$ cat src/verilog/pldp_defines.svh
// constants for the programmable logic block datapath
`ifndef PLDP_DEFINES_SVH
`define PLDP_DEFINES_SVH

// ---------------------------------------------------------------
// configuration word fields
// ---------------------------------------------------------------
`define PLDP_CFG_OP_LSB      0
`define PLDP_CFG_OP_MSB      2
`define PLDP_CFG_SRCA_LSB    3
`define PLDP_CFG_SRCA_MSB    4
`define PLDP_CFG_SRCB_LSB    5
`define PLDP_CFG_SRCB_MSB    6
`define PLDP_CFG_DST_LSB     7
`define PLDP_CFG_DST_MSB     8
`define PLDP_CFG_F0LD_BIT    9
`define PLDP_CFG_F1LD_BIT    10
`define PLDP_CFG_F0WR_LSB    11
`define PLDP_CFG_F0WR_MSB    12
`define PLDP_CFG_F1WR_LSB    13
`define PLDP_CFG_F1WR_MSB    14
`define PLDP_CFG_F1PRIO_BIT  15

// ---------------------------------------------------------------
// reset values
// ---------------------------------------------------------------
`define PLDP_RST_BYTE        8'h00
`define PLDP_RST_CFG         16'h0000

`endif

$ cat src/verilog/pldp_pkg.sv
// types shared by the programmable logic block datapath
`default_nettype none
package pldp_pkg;
   typedef enum logic [2:0] {
      PLDP_OP_PASS = 3'h0,
      PLDP_OP_INC  = 3'h1,
      PLDP_OP_DEC  = 3'h2,
      PLDP_OP_ADD  = 3'h3,
      PLDP_OP_SUB  = 3'h4,
      PLDP_OP_AND  = 3'h5,
      PLDP_OP_OR   = 3'h6,
      PLDP_OP_XOR  = 3'h7
   } pldp_op_type;

   // operand sources
   typedef enum logic [1:0] {
      PLDP_SRC_ACC0 = 2'h0,
      PLDP_SRC_ACC1 = 2'h1,
      PLDP_SRC_DAT0 = 2'h2,
      PLDP_SRC_DAT1 = 2'h3
   } pldp_src_type;

   // result destination
   typedef enum logic [1:0] {
      PLDP_DST_NONE = 2'h0,
      PLDP_DST_ACC0 = 2'h1,
      PLDP_DST_ACC1 = 2'h2,
      PLDP_DST_BOTH = 2'h3
   } pldp_dst_type;

   // fifo capture selection
   typedef enum logic [1:0] {
      PLDP_FWR_NONE = 2'h0,
      PLDP_FWR_ACC0 = 2'h1,
      PLDP_FWR_ACC1 = 2'h2,
      PLDP_FWR_ALU  = 2'h3
   } pldp_fwr_type;
endpackage
`default_nettype wire
$ cat src/verilog/pldp_cfg_ram.sv
// configuration memory of the datapath, registered read
`default_nettype none
module pldp_cfg_ram
   import pldp_pkg::*;
#(
   parameter int WORDS = 8,
   parameter int WIDTH = 16,
   parameter int AW    = 3
) (
   // clock and reset
   input  wire logic             ref_clk,
   input  wire logic             rst_n,
   // write port
   input  wire logic             wr_en,
   input  wire logic [AW-1:0]    wr_addr,
   input  wire logic [WIDTH-1:0] wr_data,
   // read port
   input  wire logic [AW-1:0]    rd_addr,
   output var  logic [WIDTH-1:0] rd_data_ff
);
   `include "pldp_defines.svh"

   initial begin
      if (WORDS != (1 << AW)) begin
         $error("pldp_cfg_ram: WORDS must equal 2**AW");
      end
   end

   logic [WIDTH-1:0] mem_ff [WORDS];

   // ---------------------------------------------------------------
   // storage, reset to all-pass configuration
   // ---------------------------------------------------------------
   for (genvar i = 0; i < WORDS; i++) begin : g_word
      always_ff @(posedge ref_clk or negedge rst_n) begin
         if (!rst_n) begin
            mem_ff[i] <= `PLDP_RST_CFG;
         end else if (wr_en && (wr_addr == AW'(i))) begin
            mem_ff[i] <= wr_data;
         end
      end
   end

   // registered read: address given now drives next cycle
   always_ff @(posedge ref_clk or negedge rst_n) begin
      if (!rst_n) begin
         rd_data_ff <= `PLDP_RST_CFG;
      end else begin
         rd_data_ff <= mem_ff[rd_addr];
      end
   end
endmodule
`default_nettype wire

$ cat src/verilog/pldp_datapath.sv
// programmable 8-bit datapath slice with configuration memory and fifos
// Function
// - single-cycle ALU on 8-bit operands.
// - compare and condition logic give status outputs from registers.
// - six working registers, each reachable by firmware or DMA.
// - accumulators are ALU sources, result sinks and compare inputs.
// - data registers are ALU sources and compare inputs, never ALU results.
// - two four-byte fifos load registers or capture accumulators or ALU output.
// - datapath function changes every clock under sequencer control.
// - eight-word by 16-bit memory holds eight selectable configurations.
// - sequencer address picks the active configuration every cycle.
// - ALU does increment, decrement, add, subtract, and, or, xor, pass.
// - pass forwards an operand unchanged to an accumulator or fifo.
`default_nettype none
module pldp_datapath
   import pldp_pkg::*;
#(
   parameter int WIDTH      = 8,
   parameter int CFG_WORDS  = 8,
   parameter int CFG_WIDTH  = 16,
   parameter int FIFO_DEPTH = 4
) (
   // clock and reset
   input  wire logic             ref_clk,
   input  wire logic             rst_n,
   // sequencer from the routing matrix
   input  wire logic [2:0]       seq_addr,
   // configuration memory programming
   input  wire logic             cfg_wr,
   input  wire logic [2:0]       cfg_wr_addr,
   input  wire logic [CFG_WIDTH-1:0] cfg_wr_data,
   // firmware or dma direct register writes
   input  wire logic             bus_wr,
   input  wire logic [2:0]       bus_sel,
   input  wire logic [WIDTH-1:0] bus_wdata,
   // firmware or dma fifo reads
   input  wire logic             bus_rd_fifo0,
   input  wire logic             bus_rd_fifo1,
   // working register views
   output logic [WIDTH-1:0]      accumulator_zero_ff,
   output logic [WIDTH-1:0]      accumulator_one_ff,
   output logic [WIDTH-1:0]      data_reg_zero_ff,
   output logic [WIDTH-1:0]      data_reg_one_ff,
   output logic [WIDTH-1:0]      fifo_zero_head_ff,
   output logic [WIDTH-1:0]      fifo_one_head_ff,
   // alu and condition outputs
   output logic [WIDTH-1:0]      alu_out_ff,
   output logic                  carry_ff,
   output logic                  zero_det0_ff,
   output logic                  zero_det1_ff,
   output logic                  ff_det0_ff,
   output logic                  ff_det1_ff,
   output logic                  eq_cmp0_ff,
   output logic                  lt_cmp0_ff,
   output logic                  eq_cmp1_ff,
   output logic                  lt_cmp1_ff,
   // fifo status
   output logic                  fifo_zero_full_ff,
   output logic                  fifo_zero_empty_ff,
   output logic                  fifo_one_full_ff,
   output logic                  fifo_one_empty_ff
);
   `include "pldp_defines.svh"

   initial begin
      if (WIDTH != 8 || CFG_WIDTH != 16 || CFG_WORDS != 8) begin
         $error("pldp_datapath: configuration layout needs 8-bit data, 8 x 16-bit words");
      end
   end

   // ---------------------------------------------------------------
   // configuration memory
   // ---------------------------------------------------------------
   // bus_sel codes: 0 acc0, 1 acc1, 2 dat0, 3 dat1, 4 fifo0 push, 5 fifo1 push
   logic [CFG_WIDTH-1:0] cfg;

   // the registered read costs a cycle of latency but keeps the path short
   pldp_cfg_ram #(
      .WORDS (CFG_WORDS),
      .WIDTH (CFG_WIDTH),
      .AW    (3)
   ) u_cfg_ram (
      .ref_clk    (ref_clk),
      .rst_n      (rst_n),
      .wr_en      (cfg_wr),
      .wr_addr    (cfg_wr_addr),
      .wr_data    (cfg_wr_data),
      .rd_addr    (seq_addr),
      .rd_data_ff (cfg)
   );

   // ---------------------------------------------------------------
   // configuration decode
   // ---------------------------------------------------------------
   pldp_op_type  op;
   pldp_src_type src_a;
   pldp_src_type src_b;
   pldp_dst_type dst;
   pldp_fwr_type f0_wr;
   pldp_fwr_type f1_wr;
   logic         f0_ld;
   logic         f1_ld;
   logic         f1_prio;

   // a fresh word every cycle reconfigures the whole slice
   assign op      = pldp_op_type'(cfg[`PLDP_CFG_OP_MSB:`PLDP_CFG_OP_LSB]);
   assign src_a   = pldp_src_type'(cfg[`PLDP_CFG_SRCA_MSB:`PLDP_CFG_SRCA_LSB]);
   assign src_b   = pldp_src_type'(cfg[`PLDP_CFG_SRCB_MSB:`PLDP_CFG_SRCB_LSB]);
   assign dst     = pldp_dst_type'(cfg[`PLDP_CFG_DST_MSB:`PLDP_CFG_DST_LSB]);
   assign f0_ld   = cfg[`PLDP_CFG_F0LD_BIT];
   assign f1_ld   = cfg[`PLDP_CFG_F1LD_BIT];
   assign f0_wr   = pldp_fwr_type'(cfg[`PLDP_CFG_F0WR_MSB:`PLDP_CFG_F0WR_LSB]);
   assign f1_wr   = pldp_fwr_type'(cfg[`PLDP_CFG_F1WR_MSB:`PLDP_CFG_F1WR_LSB]);
   assign f1_prio = cfg[`PLDP_CFG_F1PRIO_BIT];

   // ---------------------------------------------------------------
   // fifos
   // ---------------------------------------------------------------
   logic [WIDTH-1:0] f0_head;
   logic [WIDTH-1:0] f1_head;
   logic             f0_full;
   logic             f0_empty;
   logic             f1_full;
   logic             f1_empty;
   logic             f0_push;
   logic             f1_push;
   logic             f0_pop;
   logic             f1_pop;
   logic [WIDTH-1:0] f0_pdata;
   logic [WIDTH-1:0] f1_pdata;

   pldp_fifo #(
      .DEPTH (FIFO_DEPTH),
      .WIDTH (WIDTH)
   ) u_fifo_zero (
      .ref_clk   (ref_clk),
      .rst_n     (rst_n),
      .push      (f0_push),
      .push_data (f0_pdata),
      .pop       (f0_pop),
      .head      (f0_head),
      .full      (f0_full),
      .empty     (f0_empty)
   );

   pldp_fifo #(
      .DEPTH (FIFO_DEPTH),
      .WIDTH (WIDTH)
   ) u_fifo_one (
      .ref_clk   (ref_clk),
      .rst_n     (rst_n),
      .push      (f1_push),
      .push_data (f1_pdata),
      .pop       (f1_pop),
      .head      (f1_head),
      .full      (f1_full),
      .empty     (f1_empty)
   );

   // ---------------------------------------------------------------
   // alu
   // ---------------------------------------------------------------
   logic [WIDTH-1:0] opnd_a;
   logic [WIDTH-1:0] opnd_b;
   logic [WIDTH:0]   nxt_alu;

   function automatic logic [WIDTH-1:0] pick(input pldp_src_type s, input logic [WIDTH-1:0] a0,
                                             input logic [WIDTH-1:0] a1, input logic [WIDTH-1:0] d0,
                                             input logic [WIDTH-1:0] d1);
      unique case (s)
         PLDP_SRC_ACC0: pick = a0;
         PLDP_SRC_ACC1: pick = a1;
         PLDP_SRC_DAT0: pick = d0;
         PLDP_SRC_DAT1: pick = d1;
      endcase
   endfunction

   // accumulators and data registers are the operand sources
   assign opnd_a = pick(src_a, accumulator_zero_ff, accumulator_one_ff, data_reg_zero_ff, data_reg_one_ff);
   assign opnd_b = pick(src_b, accumulator_zero_ff, accumulator_one_ff, data_reg_zero_ff, data_reg_one_ff);

   // nine bits wide so add and subtract keep their carry or borrow
   always_comb begin
      nxt_alu = '0;
      unique case (op)
         PLDP_OP_PASS: nxt_alu = {1'b0, opnd_a};
         PLDP_OP_INC:  nxt_alu = {1'b0, opnd_a} + 9'h001;
         PLDP_OP_DEC:  nxt_alu = {1'b0, opnd_a} - 9'h001;
         PLDP_OP_ADD:  nxt_alu = {1'b0, opnd_a} + {1'b0, opnd_b};
         PLDP_OP_SUB:  nxt_alu = {1'b0, opnd_a} - {1'b0, opnd_b};
         PLDP_OP_AND:  nxt_alu = {1'b0, opnd_a & opnd_b};
         PLDP_OP_OR:   nxt_alu = {1'b0, opnd_a | opnd_b};
         PLDP_OP_XOR:  nxt_alu = {1'b0, opnd_a ^ opnd_b};
      endcase
   end

   always_ff @(posedge ref_clk or negedge rst_n) begin
      if (!rst_n) begin
         alu_out_ff <= `PLDP_RST_BYTE;
         carry_ff   <= 1'b0;
      end else begin
         alu_out_ff <= nxt_alu[WIDTH-1:0];
         carry_ff   <= nxt_alu[WIDTH];
      end
   end

   // ---------------------------------------------------------------
   // fifo steering
   // ---------------------------------------------------------------
   // bus access has priority over the sequencer on fifo pushes
   function automatic logic [WIDTH-1:0] cap(input pldp_fwr_type w, input logic [WIDTH-1:0] a0,
                                            input logic [WIDTH-1:0] a1, input logic [WIDTH-1:0] r);
      unique case (w)
         PLDP_FWR_NONE: cap = r;
         PLDP_FWR_ACC0: cap = a0;
         PLDP_FWR_ACC1: cap = a1;
         PLDP_FWR_ALU:  cap = r;
      endcase
   endfunction

   assign f0_push  = (bus_wr && bus_sel == 3'h4) || (f0_wr != PLDP_FWR_NONE);
   assign f1_push  = (bus_wr && bus_sel == 3'h5) || (f1_wr != PLDP_FWR_NONE);
   assign f0_pdata = (bus_wr && bus_sel == 3'h4) ? bus_wdata
                   : cap(f0_wr, accumulator_zero_ff, accumulator_one_ff, nxt_alu[WIDTH-1:0]);
   assign f1_pdata = (bus_wr && bus_sel == 3'h5) ? bus_wdata
                   : cap(f1_wr, accumulator_zero_ff, accumulator_one_ff, nxt_alu[WIDTH-1:0]);
   assign f0_pop   = bus_rd_fifo0 || f0_ld;
   assign f1_pop   = bus_rd_fifo1 || f1_ld;

   // ---------------------------------------------------------------
   // accumulators
   // ---------------------------------------------------------------
   // order: bus write, then fifo load, then alu result
   always_ff @(posedge ref_clk or negedge rst_n) begin
      if (!rst_n) begin
         accumulator_zero_ff <= `PLDP_RST_BYTE;
      end else if (bus_wr && bus_sel == 3'h0) begin
         accumulator_zero_ff <= bus_wdata;
      end else if (f0_ld && !f0_empty && !f1_prio) begin
         accumulator_zero_ff <= f0_head;
      end else if (dst == PLDP_DST_ACC0 || dst == PLDP_DST_BOTH) begin
         accumulator_zero_ff <= nxt_alu[WIDTH-1:0];
      end
   end

   always_ff @(posedge ref_clk or negedge rst_n) begin
      if (!rst_n) begin
         accumulator_one_ff <= `PLDP_RST_BYTE;
      end else if (bus_wr && bus_sel == 3'h1) begin
         accumulator_one_ff <= bus_wdata;
      end else if (f1_ld && !f1_empty && !f1_prio) begin
         accumulator_one_ff <= f1_head;
      end else if (dst == PLDP_DST_ACC1 || dst == PLDP_DST_BOTH) begin
         accumulator_one_ff <= nxt_alu[WIDTH-1:0];
      end
   end

   // ---------------------------------------------------------------
   // data registers: never an alu destination
   // ---------------------------------------------------------------
   always_ff @(posedge ref_clk or negedge rst_n) begin
      if (!rst_n) begin
         data_reg_zero_ff <= `PLDP_RST_BYTE;
      end else if (bus_wr && bus_sel == 3'h2) begin
         data_reg_zero_ff <= bus_wdata;
      end else if (f0_ld && !f0_empty && f1_prio) begin
         data_reg_zero_ff <= f0_head;
      end
   end

   always_ff @(posedge ref_clk or negedge rst_n) begin
      if (!rst_n) begin
         data_reg_one_ff <= `PLDP_RST_BYTE;
      end else if (bus_wr && bus_sel == 3'h3) begin
         data_reg_one_ff <= bus_wdata;
      end else if (f1_ld && !f1_empty && f1_prio) begin
         data_reg_one_ff <= f1_head;
      end
   end

   // ---------------------------------------------------------------
   // compare and condition outputs
   // ---------------------------------------------------------------
   // status is taken from registers one cycle behind their update
   always_ff @(posedge ref_clk or negedge rst_n) begin
      if (!rst_n) begin
         zero_det0_ff <= 1'b0;
         zero_det1_ff <= 1'b0;
         ff_det0_ff   <= 1'b0;
         ff_det1_ff   <= 1'b0;
         eq_cmp0_ff   <= 1'b0;
         lt_cmp0_ff   <= 1'b0;
         eq_cmp1_ff   <= 1'b0;
         lt_cmp1_ff   <= 1'b0;
      end else begin
         zero_det0_ff <= (accumulator_zero_ff == '0);
         zero_det1_ff <= (accumulator_one_ff == '0);
         ff_det0_ff   <= (accumulator_zero_ff == '1);
         ff_det1_ff   <= (accumulator_one_ff == '1);
         eq_cmp0_ff   <= (accumulator_zero_ff == data_reg_zero_ff);
         lt_cmp0_ff   <= (accumulator_zero_ff < data_reg_zero_ff);
         eq_cmp1_ff   <= (accumulator_one_ff == data_reg_one_ff);
         lt_cmp1_ff   <= (accumulator_one_ff < data_reg_one_ff);
      end
   end

   // ---------------------------------------------------------------
   // registered fifo views
   // ---------------------------------------------------------------
   always_ff @(posedge ref_clk or negedge rst_n) begin
      if (!rst_n) begin
         fifo_zero_head_ff  <= `PLDP_RST_BYTE;
         fifo_one_head_ff   <= `PLDP_RST_BYTE;
         fifo_zero_full_ff  <= 1'b0;
         fifo_zero_empty_ff <= 1'b1;
         fifo_one_full_ff   <= 1'b0;
         fifo_one_empty_ff  <= 1'b1;
      end else begin
         fifo_zero_head_ff  <= f0_head;
         fifo_one_head_ff   <= f1_head;
         fifo_zero_full_ff  <= f0_full;
         fifo_zero_empty_ff <= f0_empty;
         fifo_one_full_ff   <= f1_full;
         fifo_one_empty_ff  <= f1_empty;
      end
   end
endmodule
`default_nettype wire

$ cat src/verilog/pldp_fifo.sv
// small byte fifo used as the datapath bus interface
`default_nettype none
module pldp_fifo
   import pldp_pkg::*;
#(
   parameter int DEPTH = 4,
   parameter int WIDTH = 8
) (
   // clock and reset
   input  wire logic             ref_clk,
   input  wire logic             rst_n,
   // fill side
   input  wire logic             push,
   input  wire logic [WIDTH-1:0] push_data,
   // drain side
   input  wire logic             pop,
   output logic      [WIDTH-1:0] head,
   // status
   output logic                  full,
   output logic                  empty
);
   localparam int PW = $clog2(DEPTH);

   initial begin
      if (DEPTH < 2 || DEPTH != (1 << PW)) begin
         $error("pldp_fifo: DEPTH must be a power of two, at least 2");
      end
   end

   logic [WIDTH-1:0] mem_ff [DEPTH];
   logic [PW-1:0]    wr_ptr_ff;
   logic [PW-1:0]    rd_ptr_ff;
   logic [PW:0]      count_ff;
   logic             do_push;
   logic             do_pop;

   // overflow and underflow are dropped rather than corrupting state
   assign do_pop  = pop && (count_ff != '0);
   assign do_push = push && ((count_ff != (PW+1)'(DEPTH)) || do_pop);
   assign full    = (count_ff == (PW+1)'(DEPTH));
   assign empty   = (count_ff == '0);
   assign head    = mem_ff[rd_ptr_ff];

   always_ff @(posedge ref_clk) begin
      if (do_push) begin
         mem_ff[wr_ptr_ff] <= push_data;
      end
   end

   always_ff @(posedge ref_clk or negedge rst_n) begin
      if (!rst_n) begin
         wr_ptr_ff <= '0;
         rd_ptr_ff <= '0;
         count_ff  <= '0;
      end else begin
         if (do_push) begin
            wr_ptr_ff <= wr_ptr_ff + PW'(1);
         end
         if (do_pop) begin
            rd_ptr_ff <= rd_ptr_ff + PW'(1);
         end
         count_ff <= count_ff + (PW+1)'(do_push) - (PW+1)'(do_pop);
      end
   end
endmodule
`default_nettype wire

$ cat config.mk
export PLATFORM = sky130hd
export DESIGN_NAME = pldp_datapath
export DESIGN_NICKNAME = d
export VERILOG_FILES = /design/src/verilog/pldp_pkg.sv /design/src/verilog/pldp_cfg_ram.sv /design/src/verilog/pldp_datapath.sv /design/src/verilog/pldp_fifo.sv
export VERILOG_INCLUDE_DIRS = /design/src /design/src/verilog
export SDC_FILE = /design/constraint.sdc
export NUM_CORES = 1
export LEC_CHECK = 0
export ABC_AREA = 0
export BUFFER_PORTS_ARGS = -buffer_cell sky130_fd_sc_hd__buf_2
export CAP_MARGIN = 20
export CORE_ASPECT_RATIO = 0.9
export CORE_UTILIZATION = 47
export DETAILED_ROUTE_END_ITERATION = 16
export GPL_ROUTABILITY_DRIVEN = 0
export PLACE_DENSITY = 0.65
export SYNTH_ARGS = -nofsm -noshare
export SYNTH_HDL_FRONTEND = slang
export SYNTH_SLANG_ARGS = --single-unit
$ cat constraint.sdc
create_clock -name ref_clk -period 8.4 [get_ports ref_clk]
set_clock_uncertainty 0.05 [all_clocks]
set_input_delay 0.42 -clock ref_clk [delete_from_list [all_inputs] [get_ports ref_clk]]
set_output_delay 0.42 -clock ref_clk [all_outputs]
set_load 0.1 [all_outputs]
; ---- Word level (Yosys, flattened, before mapping)
; Memory sizes are Yosys's and may differ from the RTL's.
; Cells that the tools add are included.
[word_totals]
mem_bits_rw = 64
mem_count = 2
output_inout_bits = 69
ff_bits = 227
[classes]
eq_ne = 42
n_lt_le_gt_ge = 3
bitwise_logic = 4
mux = 24
reduce_logical = 56
add_sub_neg = 12
[memory_table]
columns = memory, depth, width, rd, rd_ports_with_merged_regs, wr, line
row1 = u_fifo_one.mem_ff, 4, 8, 1, 0, 1, pldp_fifo.sv:30  ; logic [WIDTH-1:0] mem_ff [DEPTH];
row2 = u_fifo_zero.mem_ff, 4, 8, 1, 0, 1, pldp_fifo.sv:30
[ops]
columns = cell, count
row1 = $mux W8, 12
row2 = $pmux W9 S8, 1
row3 = $pmux W8 S4, 2
row4 = $bmux W16 S3, 1
row5 = $pmux W8 S3, 2
row6 = $eq A3 B3 Y1 const B, 12
row7 = $mux W16, 2
row8 = $logic_and A1 B1 Y1, 24
row9 = $eq A2 B2 Y1 const B, 10
row10 = $eq A3 B2 Y1 const B, 6
row11 = $eq A8 B8 Y1, 2
row12 = $eq A8 B8 Y1 const B, 2
row13 = $logic_not A8 Y1, 2
row14 = $lt A8 B8 Y1, 2
row15 = $logic_not A3 Y1, 5
row16 = $reduce_bool A3 Y1, 4
row17 = $eq A2 B1 Y1 const B, 5
row18 = $add A8 B1 Y9 const B, 1
row19 = $add A8 B8 Y9, 1
row20 = $eq A3 B1 Y1 const B, 3
row21 = $sub A8 B1 Y9 const B, 1
row22 = $sub A8 B8 Y9, 1
row23 = $add A2 B1 Y2 const B, 4
row24 = $and A8 B8 Y8, 1
row25 = 13 further kinds, 35

; ---- Longest topological paths before layout
[logic_depth]
word_depth = 7
mapped_depth = 15
depth_no_buf = 12

; ---- Hierarchy
; A second synthesis with hierarchy kept.
[hier_totals]
hier_cells = 1141
area_unflattened_um2 = 14970.6
[modules_own_cells]
columns = module, n_inst, cells_each, area_each_um2
row1 = pldp_cfg_ram, 1, 352, 6333.6
row2 = pldp_datapath, 1, 633, 5461.5
row3 = pldp_fifo, 2, 78, 1587.8

; ---- Least setup slack after synthesis
; OpenSTA, ideal clock, no wires.
[synth_timing]
path_kind = register to register
start = register accumulator_zero_ff[2]
end = memory u_fifo_one.mem_ff[0][7], data pin
path_stages_with_launch = 13
synth_period_minus_slack_ns = 4.321
setup_slack_ns = 4.079
path_buffers = 1
t_arrival_ns = 3.978
path_cell_list = dfrtp_1 > clkbuf_1 > mux4_2 > nor4_4 > xnor2_1 > o21ai_0 > ha_1 > and3_1 > a211oi_1 > a21oi_1 > or3_1 > a31oi_1 > o21ai_0
[synth_via]
elab_chain_len = 5
word_cells_on_any_way = 9
cone_classes = 4 x add/sub / 5 x mux
[synth_lines]
columns = element, line
row1 = "start, declared", pldp_datapath.sv:40  ; output logic [WIDTH-1:0] accumulator_zero_ff,
row2 = "start signal, assigned", pldp_datapath.sv:236  ; accumulator_zero_ff <= `PLDP_RST_BYTE;
row3 = "start signal, assigned", pldp_datapath.sv:238  ; accumulator_zero_ff <= bus_wdata;
row4 = "start signal, assigned", pldp_datapath.sv:240  ; accumulator_zero_ff <= f0_head;
row5 = $pmux W8 S4, pldp_datapath.sv:170  ; unique case (s)
row6 = "$sub A8 B8 Y9, or another cell as far along", pldp_datapath.sv:190  ; PLDP_OP_SUB: nxt_alu = {1'b0, opnd_a} - {1'b0, opnd_b};
row7 = $pmux W9 S8 (*), pldp_datapath.sv:185  ; unique case (op)
row8 = $pmux W8 S3 (*), pldp_datapath.sv:213  ; unique case (w)
row9 = $mux W8 (*), pldp_datapath.sv:225  ; assign f1_pdata = (bus_wr && bus_sel == 3'h5) ? bus_wdata
row10 = via f1_pdata[7], pldp_datapath.sv:130  ; logic [WIDTH-1:0] f1_pdata;
row11 = "end, declared", pldp_fifo.sv:30
; Mark *: on every way through the listed nets, which the timed path passes. The rest lies on a longest branch.

; ---- Final worst setup path
[layout_timing]
start = register u_cfg_ram.rd_data_ff[5]
end = memory u_fifo_one.mem_ff[3][7], data pin
[layout_via]
elab_chain_len = 6
word_cells_on_any_way = 13
cone_classes = 2 x add/sub / 3 x eq/ne / 4 x mux / 3 x bitwise / 1 x reduce/logical
[layout_lines]
columns = element, line
row1 = "start, declared", pldp_cfg_ram.sv:19  ; output var logic [WIDTH-1:0] rd_data_ff
row2 = "start signal, assigned", pldp_cfg_ram.sv:47  ; rd_data_ff <= `PLDP_RST_CFG;
row3 = "start signal, assigned", pldp_cfg_ram.sv:49  ; rd_data_ff <= mem_ff[rd_addr];
row4 = "$eq A2 B2 Y1, or another cell as far along", pldp_datapath.sv:170
row5 = $pmux W8 S4 (*), pldp_datapath.sv:170
row6 = "$sub A8 B8 Y9, or another cell as far along", pldp_datapath.sv:190
row7 = $pmux W9 S8 (*), pldp_datapath.sv:185
row8 = $pmux W8 S3 (*), pldp_datapath.sv:213
row9 = $mux W8 (*), pldp_datapath.sv:225
row10 = via f1_pdata[7], pldp_datapath.sv:130
; Marked as above.

==> results.yml <==
run_status:
  status: "completed"
layout:
  final_common_cell: "dfrtp_1"
  area_growth_pct: 13.5
  drive_gt1_share_pct: 31.4
  final_nets: 1332
  final_cell_mix: "dfrtp_1, mux2_2, buf_2, edfxtp_1"
logic_synthesis:
  synth.largest_area_cell: "dfrtp_1"
  synth_xor_area_share_pct: 1.08
  synth_nets: 1233
  synthDistinctLibCells: 63
  synth_top_family_by_area: "multiplexers"
  yosysWarnings: 0
  synth_mux_area_share_pct: 22.2
  async_reset_ff_share_pct: 78.0
  synth_seq_area_share_pct: 52.0
  syn_area_sq_mm: 0.0146
  syn_avg_cell_area_sq_um: 12.9
  synth_edf_count: 64
  synth-seq-cells: 291
  synth-simple-area-share_pct: 8.20
  synth.area.top_cells: "dfrtp_1, edfxtp_1, mux2_2"
  syn_inst: 1133
  yosys.area.top_type_share_pct: 38.5
  synth_fa_ha_area_share_pct: 5.37
  synth_compound_area_share_pct: 7.98
  synthFlopType: "dfrtp_1"
critical_path:
  critPathMaxStageDelay_ns: 0.69
  crit_chain: "mux4_2 > nor4_4 > xnor2_1 > o21ai_0 > ha_1 > and3_1 > a211oi_1 > a21oi_1 > or3_1 > a31oi_1 > o21ai_0"
  critical_path_arrival_ns: 5.11
  worstSetupEndpointType: "register"
  crit_type: "register to register"
  crit_required_ns: 8.57
  cpMaxStageDelayCell: "a31oi_1"
  cp_common_cell: "o21ai_0"
  crit_fanout: 8
  setup.worst_path.start_class: "register"
route:
  drt-total-wl_microns: 36400
  viasPerCell: 5.88
  first_iter_violations: 777
  drc: 0
  drt_pre_antenna_iters: 5
  vias: 9759
  drtAntennaViolNets: 0
  wl_per_cell_microns: 21.9
clock_network:
  cts.sinks: 291
  hold_buffers: 1
  root_buffer: "clkbuf_16"
  htreeDepth: 1
  post_cts_buffers: 0
  cts_buffers: 30
  ctsResizeCount: 0
  cts_tree: "done"
  cts.reportedPaths.clkPinSlew_ns: 0.07
  clk-insertion-delay-late_ns: 0.55
  cts_buffer_depth: 3
timing:
  worstMarginPinSlew_ns: 1.04
  slew_headroom_pct: 30.2
  slew_violations: 0
  hold_viol: 0
  layout_setup_ws_ns: 3.45
  clock.fmax_ghz: 0.202
  period_share_pct: 58.9
  fin_setup_tns_ns: 0
  finalSetupViolations: 0
  grt_setup_unrepaired: "false"
  period_needed_ns: 4.95
global_route:
  grt_antenna_before_repair: 4
  grt_pass1_vias: 9776
  overflow: 0
  grt_use_total_pct: 23.3
  grt_first_pass_wirelength_microns: 57200
  grt_max_degree: 101
min_path:
  hp-class: "input pin to register"
floorplan:
  chipWidth_microns: 188
  core_area_sq_mm: 0.0303
  die_h_microns: 169
  initial_utilization_pct: 48.4
  ioPinCount: 108
  fp-row-count: 60
  dieArea_sq_mm: 0.0318
placed_design:
  pre_cts_slack_ns: 3.53
  io_buffers: 107
  dpl.hpwl_microns: 24800
flow_run:
  cap_violations: 0
==> path summary, 6_finish.rpt <==
kind / slack (ns) / startpoint / endpoint / cells after the start
min in group asynchronous: 0.43 / rst_n / u_cfg_ram.mem_ff[114] / 2
max in group asynchronous: 5.63 / rst_n / fifo_one_head_ff[6] / 4
hold reg to reg: 0.43 / u_fifo_one.count_ff[0] / fifo_one_empty_ff / 1
hold / removal: 0.15 / bus_wdata[5] / accumulator_zero_ff[5] / 3
setup / recovery: 3.45 / u_cfg_ram.rd_data_ff[5] / u_fifo_one.mem_ff[3][7] / 11
setup reg to reg: 3.45 / u_cfg_ram.rd_data_ff[5] / u_fifo_one.mem_ff[3][7] / 11
==> metrics by stage <==
stage	instances	utilization [%]	cell area (sq um)	hold WS (ns)
2_1_floorplan	1133	-	14600	0.0744
3_3_place_gp	1601	51.6	15600	0.410
3_5_place_dp	1601	51.6	15600	0.418
4_1_cts	1657	54.9	16600	0.129
5_1_grt	1658	54.9	16600	0.148
6_report	1659	54.9	16600	0.151
==> Yosys cell counts, types with 5 or more instances <==
master / number
a211oi_1: 8
a21o_1: 8
a21oi_1: 60
a31oi_1: 6
and2_1: 10
and3_1: 9
buf_1: 7
clkbuf_1: 47
dfrtp_1: 225
edfxtp_1: 64
ha_1: 58
inv_1: 63
mux2_2: 145
mux2i_1: 17
mux4_2: 63
nand2_1: 47
nand2b_1: 15
nand3_1: 8
nand3b_1: 6
nand4_1: 9
nand4b_1: 6
nor2_1: 57
nor2b_1: 10
nor3_1: 18
nor3b_1: 12
o211a_1: 5
o211ai_1: 7
o21a_1: 6
o21ai_0: 58
or4_1: 5
xnor2_1: 14
==> state kept, by name, summed over array words and instances (netlist names), 3 cells and up <==
register and flops:
accumulator_one_ff 8, u_fifo_zero.mem_ff 32, u_fifo_one.count_ff 3, accumulator_zero_ff 8, fifo_one_head_ff 8, u_fifo_one.mem_ff 32
fifo_zero_head_ff 8, data_reg_zero_ff 8, u_cfg_ram.rd_data_ff 16, u_fifo_zero.count_ff 3, u_cfg_ram.mem_ff 128, alu_out_ff 8
data_reg_one_ff 8
==> critical path: cells and delay by family, from the launching register on <==
kind                     cells  cell delay (ns)
flip-flops                   1             0.59
multiplexers                 1             0.65
adder cells (fa/ha/maj)      1             0.31
XOR/XNOR                     1             0.10
AO/OA/AOI/OAI                5             1.93
AND/OR/NAND/NOR              3             0.97
==> metal layers <==
layer	wire length, microns	vias to the layer above	track usage, %
li1	-	4378	-
met1	16200	4925	33.4
met2	16700	385	36.9
met3	2500	67	3.52
met4	981	4	6.96
met5	16	-	0
==> cell families after synthesis <==
logic type	count (synthesis)
AOI/OAI and AO/OA	190
xor gates and xnor gates	18
adders and majority gates	61
buffers and inverters	121
muxes	226
DFF	291
and+or+nand+nor	226
==> final cells by class <==
class,instances,area [sq um]
Fill cell,2533,13600
Sequential cell,291,7600
Multi-Input combinational cell,721,6590
Clock buffer,42,857
Timing Repair Buffer,125,683
Tap cell,403,504
Inverter,63,236
Clock inverter,13,130
Antenna cell,1,2.50
Power is not shown: default switching activity piles up to over one toggle a cycle in this logic, so the estimate is an artifact.
